[src/design/led_sink_pkg.sv]
`default_nettype none
package led_sink_pkg;
   localparam int          CHAN_W     = 8;
   localparam int          FIFO_DEPTH = 32;
   localparam logic [7:0]  LATCH_RST  = 8'h00;
   localparam logic [7:0]  CONFIG_RST = 8'hFF;
   typedef enum logic [1:0] {
      PH_NORMAL = 2'b00,
      PH_SWITCH = 2'b01,
      PH_ADJUST = 2'b10
   } phase_e;
endpackage
`default_nettype wire

[src/design/stream_if.sv]
`default_nettype none
// byte stream between the shift path and the buffer
interface stream_if;
   logic       valid;
   logic       ready;
   logic [7:0] data;
   modport src (output valid, output data, input ready);
   modport snk (input valid, input data, output ready);
endinterface
`default_nettype wire

[src/design/led_sink_ctrl.sv]
`default_nettype none
module led_sink_ctrl
   import led_sink_pkg::*;
(
   // clock and reset
   input  wire logic              clk,
   input  wire logic              rst,
   // serial link from the display controller
   input  wire logic              shift_en,
   input  wire logic              serial_in,
   output logic                   serial_out,
   // multiplexed strobe and enable pins
   input  wire logic              latch_mode_strobe,
   input  wire logic              enable_switch_n,
   // outputs
   output logic [CHAN_W-1:0]      sink_channels,
   output logic [CHAN_W-1:0]      gain_code,
   output logic [1:0]             phase,
   // captured words, buffered
   output logic                   word_valid,
   output logic [CHAN_W-1:0]      word_data,
   input  wire logic              word_ready
);
   phase_e            phase_reg;
   phase_e            phase_next;
   logic [CHAN_W-1:0] shift_reg;
   logic [CHAN_W-1:0] out_latch_reg;
   logic [CHAN_W-1:0] config_reg;
   logic [1:0]        en_hist_reg;
   logic              strobe_d_reg;
   logic              pend_reg;
   stream_if          cap ();

   wire mode_switch_trigger;
   wire output_latch_strobe;
   wire config_latch_strobe;
   wire mode_select_level;
   wire strobe_rise;
   wire shift_go;

   // a one-clock high pulse on enable, counted in shift-clock periods
   assign mode_switch_trigger = shift_en && !enable_switch_n && en_hist_reg[0]
                                && !en_hist_reg[1];
   assign output_latch_strobe = (phase_reg == PH_NORMAL) && latch_mode_strobe;
   assign config_latch_strobe = (phase_reg == PH_ADJUST) && latch_mode_strobe
                                && !strobe_d_reg;
   assign mode_select_level   = latch_mode_strobe;
   assign strobe_rise         = config_latch_strobe;
   // back-pressure: shifting stalls while a word waits for room
   assign shift_go            = shift_en && !pend_reg;

   // phase machine
   always_comb begin
      phase_next = phase_reg;
      case (phase_reg)
         PH_NORMAL,
         PH_ADJUST: if (mode_switch_trigger) phase_next = PH_SWITCH;
         PH_SWITCH: begin
            if (shift_en) begin
               phase_next = mode_select_level ? PH_ADJUST : PH_NORMAL;
            end
         end
         default:   phase_next = PH_NORMAL;
      endcase
   end

   always_ff @(posedge clk) begin
      if (rst) begin
         phase_reg <= PH_NORMAL;
      end else begin
         phase_reg <= phase_next;
      end
   end

   // enable history sampled on shift edges
   always_ff @(posedge clk) begin
      if (rst) begin
         en_hist_reg  <= 2'b00;
         strobe_d_reg <= 1'b0;
      end else begin
         if (shift_en) en_hist_reg <= {en_hist_reg[0], enable_switch_n};
         strobe_d_reg <= latch_mode_strobe;
      end
   end

   // eight-bit serial chain
   always_ff @(posedge clk) begin
      if (rst) begin
         shift_reg <= LATCH_RST;
      end else if (shift_go) begin
         shift_reg <= {shift_reg[CHAN_W-2:0], serial_in};
      end
   end

   // transparent while strobe high in normal mode; switching phase loads nothing
   always_ff @(posedge clk) begin
      if (rst) begin
         out_latch_reg <= LATCH_RST;
      end else if (output_latch_strobe) begin
         out_latch_reg <= shift_reg;
      end
   end

   // configuration latch, loaded directly on the strobe edge; the same word is pushed into the buffer then, or held pending until it has room
   assign cap.valid = pend_reg;
   assign cap.data  = shift_reg;
   always_ff @(posedge clk) begin
      if (rst) begin
         pend_reg   <= 1'b0;
         config_reg <= CONFIG_RST;
      end else begin
         if (strobe_rise) begin
            config_reg <= shift_reg;
         end
         if (strobe_rise && !cap.ready) pend_reg <= 1'b1;
         else if (cap.ready) pend_reg <= 1'b0;
      end
   end

   byte_fifo #(.WIDTH(CHAN_W), .DEPTH(FIFO_DEPTH)) u_fifo (
      .clk      (clk),
      .rst      (rst),
      .in_valid (cap.valid || strobe_rise),
      .in_data  (cap.data),
      .in_ready (cap.ready),
      .out_valid(word_valid),
      .out_data (word_data),
      .out_ready(word_ready)
   );

   // output stage
   assign serial_out    = shift_reg[CHAN_W-1];
   assign sink_channels = enable_switch_n ? '0 : out_latch_reg;
   assign gain_code     = config_reg;
   assign phase         = phase_reg;
endmodule
`default_nettype wire

[src/design/byte_fifo.sv]
`default_nettype none
module byte_fifo #(
   parameter int WIDTH = 8,
   parameter int DEPTH = 32
) (
   // clock and reset
   input  wire logic             clk,
   input  wire logic             rst,
   // fill side
   input  wire logic             in_valid,
   input  wire logic [WIDTH-1:0] in_data,
   output logic                  in_ready,
   // drain side
   output logic                  out_valid,
   output logic      [WIDTH-1:0] out_data,
   input  wire logic             out_ready
);
   localparam int AW = $clog2(DEPTH);
   logic [WIDTH-1:0] mem [DEPTH];
   logic [AW-1:0]    wr_reg;
   logic [AW-1:0]    rd_reg;
   logic [AW:0]      cnt_reg;
   wire              push;
   wire              pop;

   // honest full and empty from the fill count
   assign in_ready  = (cnt_reg < (AW+1)'(DEPTH)); // full only at the documented depth
   assign out_valid = (cnt_reg != '0);
   assign out_data  = mem[rd_reg];
   assign push      = in_valid && in_ready;
   assign pop       = out_valid && out_ready;

   // storage has no reset, pointers do
   always_ff @(posedge clk) begin
      if (push) begin
         mem[wr_reg] <= in_data;
      end
   end

   always_ff @(posedge clk) begin
      if (rst) begin
         wr_reg  <= '0;
         rd_reg  <= '0;
         cnt_reg <= '0;
      end else begin
         if (push) wr_reg <= wr_reg + 1'b1;
         if (pop)  rd_reg <= rd_reg + 1'b1;
         cnt_reg <= cnt_reg + (AW+1)'(push) - (AW+1)'(pop);
      end
   end
endmodule
`default_nettype wire

[config.mk]
export PLATFORM = sky130hd
export DESIGN_NAME = led_sink_ctrl
export DESIGN_NICKNAME = d
export VERILOG_FILES = /design/src/design/led_sink_pkg.sv /design/src/design/stream_if.sv /design/src/design/led_sink_ctrl.sv /design/src/design/byte_fifo.sv
export SDC_FILE = /design/constraint.sdc
export NUM_CORES = 1
export LEC_CHECK = 0
export ABC_AREA = 1
export BUFFER_PORTS_ARGS = -buffer_cell sky130_fd_sc_hd__buf_2
export CAP_MARGIN = 40
export CORE_ASPECT_RATIO = 1.4
export CORE_MARGIN = 2
export CORE_UTILIZATION = 60
export DETAILED_ROUTE_END_ITERATION = 16
export HOLD_SLACK_MARGIN = 0.12
export PLACE_DENSITY = 0.87
export SETUP_SLACK_MARGIN = 0.4
export SYNTH_ARGS = -nofsm -noshare
export SYNTH_HDL_FRONTEND = slang
export SYNTH_SLANG_ARGS = --single-unit
[constraint.sdc]
create_clock -name clk -period 2.6 [get_ports clk]
set_input_delay 0.65 -clock clk [delete_from_list [all_inputs] [get_ports clk]]
set_output_delay 0.65 -clock clk [all_outputs]
set_load 0.02 [all_outputs]
[Yosys cells after proc, flatten, opt, wreduce, memory -nomap -nowiden]
Memory sizes are Yosys's and may differ from the RTL's. A register that Yosys moved wholly into a read port is not among the register bits.
Index checks and enable logic that the tools add are counted.
Operators by class
  $add $sub $neg: 4
  multipliers: 0
  divide/modulo/power cells: 0
  $lt $le $gt $ge: 1
  equal/unequal tests: 4
  shifts and indexed selects: 0
  mux-type cells: 11
  bitwise logic cells: 0
  reduce and logical (&&, ||, !) cells: 21
Operators by type and width (count)
  5-bit by 1-bit adder with 5-bit output (second input constant): 2
  1-bit logical AND: 10
  5-bit two-way mux: 2
  8-bit two-way mux: 1
  6-bit by 1-bit adder with 6-bit output: 1
  6-bit < comparator (second input constant): 1
  2-bit two-way mux: 3
  6-bit nonzero test: 1
  6-bit by 1-bit subtractor with 6-bit output: 1
  1-bit zero test: 5
  1-bit two-way mux: 4
  2-bit != test (second input constant): 2
  2-bit case mux with 2 select lines: 1
  2-bit by 1-bit == test with 1-bit output (second input constant): 1
  2-bit == test (second input constant): 1
  2-bit zero test: 1
  2-bit AND reduction: 1
  2-bit nonzero test: 1
  2-bit OR reduction: 1
  1-bit logical OR: 1
Word-level totals
  register bits: 46
  bits in latches: 0
  memory bits (writable): 256
  bits in read-only memories: 0
  bits of input ports: 7
  output and inout bits: 28
  word-level logic and storage cells: 52
  memories kept: 1
Memories
  u_fifo.mem: words 32, width 8, read ports 1, clocked after Yosys merged registers in 1, wr ports 1, line byte_fifo.sv:19  | logic [WIDTH-1:0] mem [DEPTH];

[Depth between registers and ports, before layout]
  depth after elaboration: 7
  depth in mapped cells: 13
  mapped depth without buffers: 13

[Cells and area by module]
From an unflattened synthesis, not the netlist that was laid out.
Second synthesis, totals
  cells, all modules: 1192
  area total of the unflattened synthesis: 12768.5 um^2
Modules (own cells, without submodules)
  byte_fifo: times used 1, cells an instance 1036, area each 11594.9 um^2, sequential area each 8107.8 um^2
  led_sink_ctrl: times used 1, cells an instance 156, area each 1173.6 um^2, sequential area each 600.6 um^2

[Least setup slack after synthesis]
OpenSTA, ideal clock, no wires.
  path kind: reg-to-reg
  start: reg u_fifo.cnt_reg[5]
  end: reg u_fifo.cnt_reg[4]
  setup time: 121 ps
  arrival: 2254 ps
  data required time: 2479 ps
  path slack: 226 ps
  cell stages (with the launch flop): 14
  path buffers: 0
  period minus slack after synthesis: 2374 ps
  cells stage by stage: dfxtp_1 > inv_1 > ha_1 > nand3_1 > nand2_1 > inv_1 > nand2_1 > o21ai_0 > ha_1 > fa_1 > a21oi_1 > o21bai_1 > o21ai_0 > a21oi_1
Between the ends
  elaborated cells on any way between the ends: 6
  those cells by class: 2 x add/sub; 1 x order compare; 3 x reduce/logical
RTL lines
  from (decl): line byte_fifo.sv:22  | logic [AW:0] cnt_reg;
  from (signal assigned): line byte_fifo.sv:48  | cnt_reg <= cnt_reg + (AW+1)'(push) - (AW+1)'(pop);
  6-bit nonzero test: line byte_fifo.sv:28  | assign out_valid = (cnt_reg != '0);
  named net word_valid: line led_sink_ctrl.sv:20  | output logic word_valid,
  1-bit logical AND: line byte_fifo.sv:31  | assign pop = out_valid && out_ready;
  6-bit by 1-bit subtractor with 6-bit output: line byte_fifo.sv:48
The timed path passes the listed nets, and every way through them passes these cells.
A chain may end at the register's enable or synchronous reset.

==> flow_summary.json <==
{
  "ys_warn_count": 0,
  "track_usage": 0.2769,
  "cts_buffers": 28,
  "routed_via_density": 6.468,
  "crit_type": "register to output port",
  "fillers": 1199,
  "final_common_cell": "nand2_1",
  "rows": 63,
  "diodes": 0,
  "die_h_um": 176.3,
  "top_register": "u_fifo.mem",
  "regArea_um2": 8717,
  "power.leakage_uw": 0.005986,
  "ys_seq_area_frac": 0.6842,
  "r2r_end": "u_fifo.mem[17][6]",
  "final_cells": 1558,
  "avgSynthCellArea_um2": 10.76,
  "status": "finished, violations left",
  "grt_pass1_vias": 9262,
  "dieArea_um2": 22410,
  "finClkSkew_ns": 0.02869,
  "tightest_slew_ns": 0.7449,
  "synth_nets": 1203,
  "worst_setup_path_start_kind": "register",
  "grt_max_degree": 65,
  "drive_gt1_frac": 0.2072,
  "cap_violations": 0,
  "slew_headroom": 0.5027,
  "multi_input_area_um2": 3787,
  "fin_crit_ns": 2.954,
  "start_util": 0.6071,
  "synthCells": 1183,
  "setup_viol": 8,
  "drt-met1-wl_um": 11660,
  "gp_congestion": 0.8607,
  "num-nets-final": 1296,
  "io_pins": 35,
  "wire_per_inst_um": 24.07,
  "met3_length_um": 3777,
  "powerDensity_nw_per_um2": 858.9,
  "cts_max_path_buffers": 3,
  "ant_nets": 0,
  "critPathMaxFanout": 8,
  "synth_area_um2": 12730,
  "cts_root_buffer": "clkbuf_16",
  "synth-main-ff-cell": "edfxtp_1",
  "wirelength_um": 37510,
  "grt_overflow": 0,
  "area_growth_pct": 20.72,
  "highest_layer": "met4",
  "hold_path_class": "input pin to register",
  "synth_edf_count": 256,
  "arrival_ns": 2.30,
  "vias": 10077,
  "first_iter_violations": 1532,
  "violations": "negative setup slack",
  "finalCritPeriodShare": 1.136,
  "cp.required_ns": 1.95,
  "clock_latency_ns": 0.56,
  "final_design_area_no_fill_um2": 15370,
  "hold_buffers": 0,
  "max_freq_ghz": 0.3386,
  "r2r_cells": 6,
  "peakVddDrop_mv": 0.6217,
  "die_width_um": 127.1,
  "utilization": 0.7328,
  "met2_length_um": 18930,
  "async_flop_share": 0,
  "hold_end": "strobe_d_reg",
  "synthDistinctLibCells": 28,
  "port_buffers": 34,
  "rrSetupSlack_ns": 0.37,
  "drc_errors": 0,
  "fin_ws_ns": -0.3536,
  "placed_area_um2": 13340,
  "ys_ff_latch": 307,
  "hold_viol_final": 0,
  "clock-sinks": 307,
  "cp-end-kind": "output port",
  "min-delay-start": "latch_mode_strobe",
  "grt_pass1_wl_um": 47970,
  "final_max_slew_viol_count": 0,
  "grt_antenna_before_repair": 0,
  "htree_levels": 1,
  "core_area_um2": 20970,
  "rsz0062_at_grt": "true",
  "whs_path_depth": 3,
  "r2r_start": "phase[0]",
  "most-common-layout-cells": "nand2_1, edfxtp_1, nand3_1, nor2_1, buf_4",
  "post-place-cells": 1474,
  "dp_hpwl_um": 17330,
  "clkTransAtPathRegs_ns": 0.07,
  "largest_register_ffs": 256,
  "drtPass1Iterations": 7,
  "cts_tree": "done"
}
-- logic make-up (layout without fill, tap and decap cells) --
family / count (synthesis) / in the layout / synth area share
AOI/OAI and AO/OA: 54 / 54 / 0.02310
xor gates and xnor gates: 1 / 1 / 0.0006882
adders and majority gates: 13 / 13 / 0.01337
buffers and inverters: 105 / 220 / 0.04777
DFF: 307 / 307 / 0.6842
and+or+nand+nor: 703 / 703 / 0.2309
-- through the flow --
stage	power, µW	setup WS [ns]	TNS [ns]	hold slack, ns
2_1_floorplan	7392	0.4316	0	0.4298
3_3_place_gp	7873	0.2987	0	0.4460
3_5_place_dp	7974	0.2441	0	0.4616
4_1_cts	12220	-0.1799	-1.295	0.3559
5_1_grt	13600	-0.3962	-2.740	0.3612
6_report	13200	-0.3536	-2.388	0.3542
-- layer usage --
| layer | GRT usage | vias to the layer above |
|---|---|---|
| met5 | 0 | - |
| met4 | 0.1310 | 0 |
| met3 | 0.03000 | 261 |
| met2 | 0.5087 | 836 |
| met1 | 0.3236 | 4752 |
| li1 | - | 4228 |
-- where the power goes --
part           internal (µW)  total [µW]  switching [µW]
combinational           1380        3570            2190
sequential              5430        5520            90.3
clock                   2300        4110            1810
total                   9100       13200            4090
-- critical path, cell delays in order (launching register included) --
cell and delay, ns:
dfxtp_4 0.39, buf_4 0.12, buf_8 0.15, buf_16 0.15, nand2_1 0.08, nand3_2 0.10, nand3_2 0.09, nand2_2 0.18
nand2_1 0.09, nand2_1 0.09, nand2_2 0.08, nand2_2 0.10, buf_6 0.12
-- timing repair --
action,CTS,global route
gates resized for setup,30,106
pin swaps,2,67
gates cloned,4,19
buffers inserted,2,7
setup endpoints to repair,10,10
-- cells in the mapped netlist, types with 2 or more instances --
cell type | n | area share
nand4_1 | 3 | 0.0015
buf_2 | 15 | 0.0059
nor3_1 | 4 | 0.0016
edfxtp_1 | 256 | 0.60
clkbuf_1 | 11 | 0.0032
dfxtp_1 | 51 | 0.080
ha_1 | 12 | 0.012
nand2_1 | 404 | 0.12
inv_1 | 43 | 0.013
buf_1 | 5 | 0.0015
buf_4 | 6 | 0.0035
nor2_1 | 74 | 0.022
o21ai_0 | 25 | 0.0098
inv_2 | 2 | 0.00059
a21oi_1 | 23 | 0.0090
buf_6 | 23 | 0.020
nor3b_1 | 2 | 0.0012
nand3_1 | 213 | 0.084
nand2_2 | 2 | 0.00098
-- area by class of cell --
cell class / instances / area share
Clock buffer: 40 / 0.05325
Clock inverter: 12 / 0.006433
Inverter: 45 / 0.01238
Multi-Input combinational cell: 771 / 0.2465
Sequential cell: 307 / 0.5673
Tap cell: 260 / 0.02117
Timing Repair Buffer: 121 / 0.09120
Timing Repair inverter: 2 / 0.001791
-- worst max path at each step --
stage / cells after the start / slack [ns] / from / endpoint
floorplan: 13 / 0.43 / u_fifo.cnt_reg[5] / u_fifo.cnt_reg[4]
global placement: 11 / 0.30 / word_ready / u_fifo.cnt_reg[4]
detailed placement: 11 / 0.24 / word_ready / u_fifo.cnt_reg[4]
CTS: 11 / -0.18 / register / word_data[2]
global route: 12 / -0.40 / register / word_data[5]
finish: 12 / -0.35 / register / word_data[5]
Power figures use the tool's default switching activity.
